### src/pie_defines.svh
`ifndef PIE_DEFINES_SVH
`define PIE_DEFINES_SVH

// Register byte offsets (word aligned)
`define PIE_OFS_ENABLE    4'h0
`define PIE_OFS_GLOBAL    4'h4
`define PIE_OFS_STATUS    4'h8
`define PIE_OFS_MASK      4'hC

// Enable register layout
`define PIE_BIT_SCANNER   7
`define PIE_BIT_CHECKSUM  6
`define PIE_BIT_MEMTASK   5
`define PIE_BIT_OSC       4
`define PIE_BIT_RSVD      3
`define PIE_BIT_WGEN_C    2
`define PIE_BIT_WGEN_B    1
`define PIE_BIT_WGEN_A    0
`define PIE_ENABLE_MASK   8'hF7
`define PIE_ENABLE_RESET  8'h00
`define PIE_GLOBAL_RESET  1'h0
`define PIE_STATUS_RESET  8'h00
`define PIE_MASK_RESET    8'h00
`define PIE_VEC_RESET     8'h00
`define PIE_RDATA_RESET   32'h0000_0000
`define PIE_RDATA_IDLE    32'h0000_0000
`define PIE_NUM_SRC       8

`endif

### src/pie_pkg.sv
package pie_pkg;
    typedef logic [7:0] pie_byte_t;
endpackage : pie_pkg

### src/pie_sync.sv
`timescale 1ns/10ps
// Two-stage synchroniser for the request lines arriving from other logic
module pie_sync #(
    parameter int WIDTH = 8
) (
    input  wire logic             ref_clk,
    input  wire logic             sys_rst,
    input  wire logic [WIDTH-1:0] async_in,
    output logic      [WIDTH-1:0] sync_out
);
    logic [WIDTH-1:0] meta_ff;

    initial begin
        if (WIDTH < 1) $error("pie_sync: WIDTH must be at least 1");
    end

    always_ff @(posedge ref_clk) begin
        if (sys_rst) begin
            meta_ff  <= '0;
            sync_out <= '0;
        end else begin
            meta_ff  <= async_in;
            sync_out <= meta_ff;
        end
    end
endmodule : pie_sync

### src/pie_irq_enable.sv
`timescale 1ns/10ps
`include "pie_defines.svh"

module pie_irq_enable #(
    parameter int NUM_SRC = `PIE_NUM_SRC
) (
    input  wire logic        ref_clk,
    input  wire logic        sys_rst,
    // Avalon-MM slave
    input  wire logic [3:0]  avs_address,
    input  wire logic        avs_read,
    input  wire logic        avs_write,
    input  wire logic [31:0] avs_writedata,
    input  wire logic [3:0]  avs_byteenable,
    output logic      [31:0] avs_readdata,
    output logic             avs_waitrequest,
    // Peripheral request flags, bit order as the enable register
    input  wire logic [7:0]  periph_req,
    // Gated request to the processor
    output logic             periph_irq,
    output logic [7:0]       periph_irq_vec,
    // Sticky-status interrupt
    output logic             irq
);
    pie_pkg::pie_byte_t peripheral_irq_enable_six_ff;
    logic               global_peripheral_irq_enable_ff;
    pie_pkg::pie_byte_t status_ff;
    pie_pkg::pie_byte_t mask_ff;
    pie_pkg::pie_byte_t req_sync;
    pie_pkg::pie_byte_t gated;
    pie_pkg::pie_byte_t gated_d_ff;
    logic               ack_ff;
    logic               wr_en;
    logic               rd_en;
    logic [31:0]        nxt_readdata;
    logic               scanner_irq_enable;
    logic               checksum_irq_enable;
    logic               memory_task_irq_enable;
    logic               oscillator_rollover_irq_enable;
    logic               waveform_gen_c_irq_enable;
    logic               waveform_gen_b_irq_enable;
    logic               waveform_gen_a_irq_enable;

    // The bit layout is fixed by the register, so only one source count can be served
    if (NUM_SRC != `PIE_NUM_SRC) begin : g_bad_num_src
        $error("pie_irq_enable: NUM_SRC must be 8");
    end

    function automatic logic sel(input logic [3:0] a, input logic [3:0] ofs);
        return a == ofs;
    endfunction : sel

    pie_sync #(.WIDTH(8)) u_sync (
        .ref_clk  (ref_clk),
        .sys_rst  (sys_rst),
        .async_in (periph_req),
        .sync_out (req_sync)
    );

    // One wait cycle per access keeps read data registered
    assign avs_waitrequest = (avs_read | avs_write) & ~ack_ff;
    // A write lands only at the edge where the master sees waitrequest low
    assign wr_en           = avs_write & ack_ff;
    assign rd_en           = avs_read & ~ack_ff;

    always_ff @(posedge ref_clk) begin
        if (sys_rst) ack_ff <= 1'b0;
        else         ack_ff <= (avs_read | avs_write) & ~ack_ff;
    end

    always_ff @(posedge ref_clk) begin
        if (sys_rst) begin
            peripheral_irq_enable_six_ff <= `PIE_ENABLE_RESET;
        end else if (wr_en && avs_byteenable[0] && sel(avs_address, `PIE_OFS_ENABLE)) begin
            // Bit 3 is not stored so it always reads zero
            peripheral_irq_enable_six_ff <= avs_writedata[7:0] & `PIE_ENABLE_MASK;
        end
    end

    always_ff @(posedge ref_clk) begin
        if (sys_rst) begin
            global_peripheral_irq_enable_ff <= `PIE_GLOBAL_RESET;
        end else if (wr_en && avs_byteenable[0] && sel(avs_address, `PIE_OFS_GLOBAL)) begin
            global_peripheral_irq_enable_ff <= avs_writedata[0];
        end
    end

    always_ff @(posedge ref_clk) begin
        if (sys_rst) begin
            mask_ff <= `PIE_MASK_RESET;
        end else if (wr_en && avs_byteenable[0] && sel(avs_address, `PIE_OFS_MASK)) begin
            mask_ff <= avs_writedata[7:0];
        end
    end

    // Per-source enables under their own names
    assign scanner_irq_enable             = peripheral_irq_enable_six_ff[`PIE_BIT_SCANNER];
    assign checksum_irq_enable            = peripheral_irq_enable_six_ff[`PIE_BIT_CHECKSUM];
    assign memory_task_irq_enable         = peripheral_irq_enable_six_ff[`PIE_BIT_MEMTASK];
    assign oscillator_rollover_irq_enable = peripheral_irq_enable_six_ff[`PIE_BIT_OSC];
    assign waveform_gen_c_irq_enable      = peripheral_irq_enable_six_ff[`PIE_BIT_WGEN_C];
    assign waveform_gen_b_irq_enable      = peripheral_irq_enable_six_ff[`PIE_BIT_WGEN_B];
    assign waveform_gen_a_irq_enable      = peripheral_irq_enable_six_ff[`PIE_BIT_WGEN_A];

    // Per-source gating, then the global enable on periph_irq only
    assign gated[`PIE_BIT_SCANNER]  = req_sync[`PIE_BIT_SCANNER] & scanner_irq_enable;
    assign gated[`PIE_BIT_CHECKSUM] = req_sync[`PIE_BIT_CHECKSUM] & checksum_irq_enable;
    assign gated[`PIE_BIT_MEMTASK]  = req_sync[`PIE_BIT_MEMTASK] & memory_task_irq_enable;
    assign gated[`PIE_BIT_OSC]      = req_sync[`PIE_BIT_OSC] & oscillator_rollover_irq_enable;
    // No source behind the unimplemented bit
    assign gated[`PIE_BIT_RSVD]     = 1'b0;
    assign gated[`PIE_BIT_WGEN_C]   = req_sync[`PIE_BIT_WGEN_C] & waveform_gen_c_irq_enable;
    assign gated[`PIE_BIT_WGEN_B]   = req_sync[`PIE_BIT_WGEN_B] & waveform_gen_b_irq_enable;
    assign gated[`PIE_BIT_WGEN_A]   = req_sync[`PIE_BIT_WGEN_A] & waveform_gen_a_irq_enable;

    always_ff @(posedge ref_clk) begin
        if (sys_rst) begin
            periph_irq_vec <= `PIE_VEC_RESET;
            periph_irq     <= 1'b0;
            gated_d_ff     <= `PIE_VEC_RESET;
        end else begin
            periph_irq_vec <= gated;
            periph_irq     <= global_peripheral_irq_enable_ff & (|gated);
            gated_d_ff     <= gated;
        end
    end

    // Rising edges of enabled requests latch; a read of status clears, new events win
    always_ff @(posedge ref_clk) begin
        if (sys_rst) begin
            status_ff <= `PIE_STATUS_RESET;
        end else if (rd_en && sel(avs_address, `PIE_OFS_STATUS)) begin
            status_ff <= gated & ~gated_d_ff;
        end else begin
            status_ff <= status_ff | (gated & ~gated_d_ff);
        end
    end

    always_ff @(posedge ref_clk) begin
        if (sys_rst) irq <= 1'b0;
        else         irq <= |(status_ff & mask_ff);
    end

    always_comb begin
        nxt_readdata = `PIE_RDATA_IDLE;
        if (sel(avs_address, `PIE_OFS_ENABLE))      nxt_readdata[7:0] = peripheral_irq_enable_six_ff;
        else if (sel(avs_address, `PIE_OFS_GLOBAL)) nxt_readdata[0]   = global_peripheral_irq_enable_ff;
        else if (sel(avs_address, `PIE_OFS_STATUS)) nxt_readdata[7:0] = status_ff;
        else if (sel(avs_address, `PIE_OFS_MASK))   nxt_readdata[7:0] = mask_ff;
    end

    always_ff @(posedge ref_clk) begin
        if (sys_rst)    avs_readdata <= `PIE_RDATA_RESET;
        else if (rd_en) avs_readdata <= nxt_readdata;
    end
endmodule : pie_irq_enable

### config.mk
export PLATFORM = sky130hd
export DESIGN_NAME = pie_irq_enable
export DESIGN_NICKNAME = d
export VERILOG_FILES = /design/src/pie_pkg.sv /design/src/pie_sync.sv /design/src/pie_irq_enable.sv
export VERILOG_INCLUDE_DIRS = /design/src
export SDC_FILE = /design/constraint.sdc
export NUM_CORES = 1
export LEC_CHECK = 0
export ABC_AREA = 1
export BUFFER_PORTS_ARGS = -buffer_cell sky130_fd_sc_hd__buf_4
export CAP_MARGIN = 25
export CORE_MARGIN = 10
export CORE_UTILIZATION = 47
export DETAILED_ROUTE_END_ITERATION = 7
export PLACE_DENSITY = 0.76
export SLEW_MARGIN = 40
export SYNTH_ARGS = -nofsm -noshare
export SYNTH_HDL_FRONTEND = slang
export SYNTH_HIERARCHICAL = 1
export SYNTH_SLANG_ARGS = --single-unit
### constraint.sdc
create_clock -name ref_clk -period 1.3 [get_ports ref_clk]
set_input_delay 0.13 -clock ref_clk [delete_from_list [all_inputs] [get_ports ref_clk]]
set_output_delay 0.13 -clock ref_clk [all_outputs]
set_load 0.01 [all_outputs]
Word-level counts from Yosys, hierarchy flattened. Cells that the tools add are included.

$mul: 0. Divide/modulo/power cells: 0. Bitwise logic cells: 17. Eq/ne operators: 3. Mux-type cells: 6. Magnitude comparators: 0. Reductions and logical operators: 8. Shift operators: 0. $add $sub $neg: 0.

Operators with widths (number): 2-to-1 mux 8 bit (4); AND 8 bit (2); AND 1 bit (11); equality test 4 bit (second input constant) (2); NOT 8 bit (1); OR 8 bit (1); OR reduction 8 bit (1); 2-to-1 mux 7 bit (1); OR reduction 7 bit (1); logical AND 1 bit (5); equality test 4 x 3 -> 1 bit (second input constant) (1); zero test 4 bit (1); 2-to-1 mux 1 bit (1); NOT 1 bit (1); OR 1 bit (1).

Output and inout port bits: 43. Memories: 0. Memory bits (writable): 0. Flip-flop bits (word level): 59. Bits in latches: 0. Bits of input ports: 52. Memory bits (read-only): 0. Word-level logic and storage cells: 46.

Depth between registers and ports, before layout. Gate-level depths: netlist of the first run.

Word-level depth: 5. Mapped depth: 7. Depth with buffers taken out: 7.

Modules after synthesis. The synthesis of the first run kept the hierarchy.

Modules (own cells, without submodules): pie_irq_enable (instances 1, cells an instance 253, area each 1836.8 um^2, sequential area each 820.8 um^2); pie_sync (instances 1, cells an instance 50, area each 474.2 um^2, sequential area each 320.3 um^2).

Least setup slack after synthesis of the first run. OpenSTA, ideal clock, no wires.

Path kind: register -> register. From: reg ack_ff. To: reg peripheral_irq_enable_six_ff[4]. Cell stages (with the launch flop): 7. Buffers on the path: 1. Setup time: 0.119 ns. Clock period less this slack: 1.099 ns. Data required time: 1.181 ns. Path slack: 0.201 ns. Arrival time: 0.980 ns. Cells stage by stage: dfxtp_1 nand3_1 inv_1 nand3_1 buf_2 o21ai_0 a21oi_1.

Longest elaborated chain between the ends: 3.

Ends and longest elaborated chain: start: declaration (line pie_irq_enable.sv:32) `logic ack_ff;`; start signal: assignment (line pie_irq_enable.sv:68) `else ack_ff <= (avs_read | avs_write) & ~ack_ff;`; AND 1 bit (line pie_irq_enable.sv:63) `assign wr_en = avs_write & ack_ff;`; logical AND 1 bit (2 in a row) (line pie_irq_enable.sv:74) `` end else if (wr_en && avs_byteenable[0] && sel(avs_address, `PIE_OFS_ENABLE)) begin ``; end signal: assignment (line pie_irq_enable.sv:73) `` peripheral_irq_enable_six_ff <= `PIE_ENABLE_RESET; ``; end signal: assignment (line pie_irq_enable.sv:76) `` peripheral_irq_enable_six_ff <= avs_writedata[7:0] & `PIE_ENABLE_MASK; ``; end: declaration (line pie_irq_enable.sv:25) `pie_pkg::pie_byte_t peripheral_irq_enable_six_ff;`.

Every way passes these cells. A chain may end at the register's enable or synchronous reset.

Worst setup path after layout of the first run. Ends and elaborated chain as after synthesis.

==> summary.txt, run 1 <==
Clocking
  – Root buf cell: clkbuf_8
  – Clk Latency, worst-skew pair: 310 ps
  – H-tree lvl count: 2
  – Total CTS buffers: 5
  – Post-CTS setup buffer count: 0
  – CTS Sinks: 55
  – Post-cts sizing count: 0
  – Clock-pin slew on the worst setup and hold paths: 100 ps
  – # hold bufs at CTS: 0
  – CTS tree: done
  – CTS max path bufs: 2

Critical path
  – Slowest stage delay, CP: 370 ps
  – Critical path cell sequence: nand3_1 -> inv_2 -> nand3_1 -> buf_4 -> o21ai_0 -> a21oi_1
  – CP Max Fanout: 14
  – Kind of end point of the critical path: flip-flop
  – R2R Setup Slk: 140 ps
  – Startpoint Class: flip-flop
  – CP top delay family: flip-flops
  – FF-to-FF End: peripheral_irq_enable_six_ff[4]
  – WP data arrival: 1360 ps
  – Critical Path Most Common Cell: nand3_1
  – Crit-path slowest cell: dfxtp_1
  – Buf/Inv on CP: 2
  – Reg-to-Reg Start: ack_ff
  – CP required: 1510 ps
  – Critical path type: flip-flop to flip-flop
  – Cells on worst reg2reg path: 6

Floorplanning
  – Die W: 89.24 um
  – Core Area: 4692 um2
  – Initial Util: 0.4803
  – Full die area: 7964 um2
  – Die height: 89.24 um
  – # rows: 25
  – IO Pins: 95

Placed design
  – Placer Congestion: 0.8047
  – DP Area: 2507 um2
  – Placed insts: 387
  – Post-DP HPWL: 3.556 mm
  – PortBufs: 41
  – Place WS: 32.37 ps

Timing
  – Fin crit share: 0.8890
  – Setup TNS: 0 ps
  – Final worst slack: 144.3 ps
  – RSZ-0062 raised after global routing: false
  – Fin crit period: 1156 ps
  – Slew Limit Fails: 0
  – Setup violations, final: 0
  – Final hold viol count: 0
  – Fmax: 865.3 MHz
  – Final Skew: 6.763 ps
  – WHS: 14.06 ps

Min path
  – Hold Crit Depth: 3
  – Min-delay src: periph_req[7]
  – HP Class: primary input to flip-flop
  – Hold endpoint: u_sync/meta_ff[7]

Finish
  – Ant diodes: 0
  – Fin area: 2606 um2
  – Count of non-filler cells in the finished layout: 395
  – Area growth syn-to-layout: 15.66%
  – Fillers: 459
  – # nets final: 392
  – Layout cells sized above 1: 0.1760

GRT
  – Total global routing overflow: 0
  – First-pass GRT wire length: 7.493 mm
  – Vias in the first global route: 1,671
  – Total GRT Usage: 0.1203
  – Pin count of the biggest net entering global routing: 31
  – Initial antenna violation count: 0

Drt
  – WL/cell: 11.69 um
  – Remaining DRCs: 0
  – Drt total wl: 4.618 mm
  – 1st-pass router iterations: 4
  – Drt via density: 4.458
  – Antenna Nets Post-Route: 0
  – Routed vias: 1,761
  – DRT iter0 DRCs: 72

Run status
  – Status: finished clean

Synth
  – Mapped Avg Cell Area: 7.587 um2
  – Cells after Synth: 297
  – Cell Area, Synth: 2253 um2
  – Synth warn: 6

Job
  – Maxcap violations: 0

Power
  – Leakage: 0.001218 uW
  – Max IR drop VDD: 592.7 uV
  – PD cells: 1150 nW/um2
[report_power, final]
| group | switching (uW) | internal, uW |
|---|---|---|
| Sequential | 15.5 | 1730 |
| Combinational | 161 | 117 |
| Clock | 542 | 435 |
[metrics by stage]
step	utilization	power, uW
floorplan	-	1997
global placement	0.5344	2050
detailed placement	0.5344	2056
CTS	0.5555	3030
global route	0.5555	3141
finish	0.5555	2996
[state kept, by name (all words and copies together), names as in the netlist, 7 cells and up]
signal and cells:
avs_readdata 8, mask_ff 8, gated_d_ff 7, peripheral_irq_enable_six_ff 7
status_ff 7, u_sync/meta_ff 7, u_sync/sync_out 7
[layout make-up]
class	count	area (um2)	share of cell area
clock buffer	6	82.58	0.03169
timing repair buffer	47	352.8	0.1354
multi-input combinational	190	832.0	0.3193
clock inverter	2	16.27	0.006241
tap	54	67.56	0.02592
inverter	41	153.9	0.05905
sequential	55	1101	0.4225
[worst register-to-register path, delay by kind of cell (launching register included)]
family | cells | cell delay (ps)
AO/OA/AOI/OAI | 2 | 230
flip-flops | 1 | 370
AND/OR/NAND/NOR | 2 | 160
buffers and inverters | 2 | 290
[routing by layer]
layer / vias to the layer above / global-route usage / wire, um
li1: 958 / - / -
met1: 753 / 0.1379 / 2020
met2: 44 / 0.1974 / 2176
met3: 6 / 0.04284 / 342
met4: 0 / 0.05202 / 79
met5: - / 0 / 0
[worst max path at each step]
stage                    from                               to  slack, ps  cells past startpoint
2_1_floorplan          ack_ff  peripheral_irq_enable_six_ff[4]        200                      6
3_3_place_gp   avs_address[1]                     status_ff[5]         40                      5
3_5_place_dp   avs_address[1]                     status_ff[7]         30                      5
4_1_cts                ack_ff  peripheral_irq_enable_six_ff[4]        120                      6
5_1_grt                ack_ff  peripheral_irq_enable_six_ff[7]         40                      6
6_report               ack_ff  peripheral_irq_enable_six_ff[4]        140                      6
[layout by cell type, fill, tap and decap left out, drive strengths merged]
cell      count
nor2         63
dfxtp        55
buf          47
inv          41
o21ai        35
nand2        27
conb         25
a21oi        24
nand3        12
clkbuf        6
o22ai         2
and2          1
nand4         1
clkinvlp      1
clkinv        1
No activity file was read; power rests on OpenSTA's default activity.
==> run 2, diff against run 1 <==
--- a/config.mk
+++ b/config.mk
@@ -7,12 +7,13 @@
 export NUM_CORES = 1
 export LEC_CHECK = 0
 export ABC_AREA = 1
-export BUFFER_PORTS_ARGS = -buffer_cell sky130_fd_sc_hd__buf_4
 export CAP_MARGIN = 25
+export CORE_ASPECT_RATIO = 1.75
 export CORE_MARGIN = 10
-export CORE_UTILIZATION = 47
+export CORE_UTILIZATION = 59
 export DETAILED_ROUTE_END_ITERATION = 7
-export PLACE_DENSITY = 0.76
+export DONT_BUFFER_PORTS = 1
+export PLACE_DENSITY = 0.73
 export SLEW_MARGIN = 40
 export SYNTH_ARGS = -nofsm -noshare
 export SYNTH_HDL_FRONTEND = slang
==> run 2 against run 1 <==
Setup slack gained 30 ps. Clock-buffer cell count unchanged. Critical path depth fell by 2. Critical endpoint is now status_ff[0]. Via count down 1.4%. Sequential share of layout area grew 3.8 points.
==> summary.txt, run 2 (synthesis gave the netlist of run 1 again) <==
Run status
  – Status: finished clean

Floorplanning
  – IO Pins: 95 (unchanged)
  – Full die area: 6789 um2 (-15%)
  – Die height: 101.8 um (+14%)
  – Die W: 66.72 um (-25%)
  – Core Area: 3665 um2 (-22%)
  – Initial Util: 0.6149 (+0.1346)
  – # rows: 29 (+16%)

Clocking
  – Total CTS buffers: 5 (unchanged)
  – CTS tree: done
  – H-tree lvl count: 2 (unchanged)
  – Post-CTS setup buffer count: 0 (unchanged)
  – Root buf cell: clkbuf_8
  – CTS Sinks: 55 (unchanged)
  – CTS max path bufs: 2 (unchanged)
  – Clk Latency, worst-skew pair: 320 ps (about the same)
  – Clock-pin slew on the worst setup and hold paths: 100 ps (about the same)

GRT
  – Total global routing overflow: 0 (unchanged)
  – Total GRT Usage: 0.1440 (+0.02367)
  – First-pass GRT wire length: 7.638 mm (+1.9%)
  – Pin count of the biggest net entering global routing: 30 (-3.2%)
  – Vias in the first global route: 1,630 (-2.5%)
  – Initial antenna violation count: 0 (unchanged)

Critical path
  – Kind of end point of the critical path: flip-flop
  – CP Max Fanout: 7 (-7)
  – CP required: 1490 ps (-20 ps)
  – Critical path type: flip-flop to flip-flop
  – WP data arrival: 1320 ps (-40 ps)
  – Startpoint Class: flip-flop
  – Cells on worst reg2reg path: 4 (-2)

Drt
  – DRT iter0 DRCs: 92 (+28%)
  – 1st-pass router iterations: 4 (unchanged)
  – Highest Signal Layer: met4
  – Drt via density: 4.852 (+8.8%)
  – Met3 wire len: 408 um (+19%)
  – Antenna Nets Post-Route: 0 (unchanged)
  – Remaining DRCs: 0 (unchanged)
  – Routed vias: 1,737 (-1.4%)
  – WL/cell: 13.33 um (+14%)
  – M1 WL: 1.795 mm (-11%)
  – Drt total wl: 4.772 mm (+3.3%)
  – Met2 Wirelength: 2.492 mm (+15%)

Min path
  – Hold Crit Depth: 2 (-1)
  – HP Class: primary input to flip-flop

Timing
  – Fin crit period: 1126 ps (-29.61 ps)
  – Final hold viol count: 0 (unchanged)
  – Final worst slack: 173.9 ps (+29.61 ps)
  – Setup violations, final: 0 (unchanged)
  – RSZ-0062 raised after global routing: false
  – Setup TNS: 0 ps (unchanged)
  – Fmax: 888.0 MHz (+2.6%)
  – Slew Limit Fails: 0 (unchanged)
  – WHS: 2.729 ps (-11.33 ps)
  – Fin crit share: 0.8662 (-0.02278)
  – Final Skew: 9.477 ps (+2.713 ps)

Finish
  – Most frequent cells in the layout: 60 x nor2_1, 54 x dfxtp_1, 40 x inv_1
  – Fillers: 343 (-25%)
  – Most common cell after layout, fill and taps aside: nor2_1
  – Area of the multi-input gates: 832.0 um2 (unchanged)
  – Layout cells sized above 1: 0.06090 (-0.1151)
  – Registers with the most flip-flops: avs_readdata: 8 flops, mask_ff: 8 flops
  – Layout Utilization: 0.6531 (+0.09766)
  – Reg area: 1102 um2 (+0.11%)
  – # nets final: 363 (-7.4%)
  – Area growth syn-to-layout: 6.219%
  – Ant diodes: 0 (unchanged)
  – Fin area: 2394 um2 (-8.2%)

Placed design
  – PortBufs: 0 (-100%)
  – Placer Congestion: 0.7919 (-1.6%)
  – DP Area: 2182 um2 (-13%)
  – Place WS: 125.5 ps (+93.08 ps)
  – Post-DP HPWL: 3.492 mm (-1.8%)

Power
  – PD cells: 1211 nW/um2 (+5.3%)
  – Max IR drop VDD: 1026 uV (+73%)
  – Leakage: 0.001057 uW (-13%)

Job
  – Maxcap violations: 0 (unchanged)
[run 2: layer usage]
metal,vias to the layer above,GRT usage
met2,61,0.2500
met5,-,0
met3,7,0.05746
li1,900,-
met1,769,0.1452
met4,0,0.06321
[run 2: critical path: stages, from the launching register on]
cell and delay, ps:
dfxtp_2 340, nor2_1 150, nand3_1 260, a21oi_1 210, nor2_1 50
[run 2: report_power, final]
| part | total (uW) | internal [uW] | switching (uW) |
|---|---|---|---|
| combinational | 209 | 72.5 | 136 |
| sequential | 1750 | 1730 | 26.0 |
| clock | 936 | 378 | 558 |
[run 2: layout make-up]
cell class,instances,share of cell area
Clock inverter,2,0.005227
Clock buffer,6,0.03032
Inverter,41,0.06430
Timing Repair Buffer,18,0.06796
Multi-Input combinational cell,190,0.3476
Tap cell,46,0.02405
Sequential cell,55,0.4605
[run 2: path summary, 6_finish.rpt]
kind | from | endpoint | slack, ps
worst max register to register | ack_ff | status_ff[0] | 170
worst max-delay path | ack_ff | status_ff[0] | 170
worst min-delay path | avs_writedata[5] | mask_ff[5] | 3
worst min register to register | u_sync/meta_ff[1] | u_sync/sync_out[1] | 410
[run 2: per-stage QoR]
step / power [uW] / cells
4_1_cts: 2910 / 358
3_3_place_gp: 1949 / 337
6_report: 2898 / 358
3_5_place_dp: 1955 / 337
2_1_floorplan: 1997 / 321
5_1_grt: 3032 / 358
[run 2: repair_timing]
item                                    in CTS  in global routing
endpoints found under the setup margin       0                  7
gates resized for setup                      0                  2
hold buffers                                13                  0
hold endpoints to repair                    34                  0
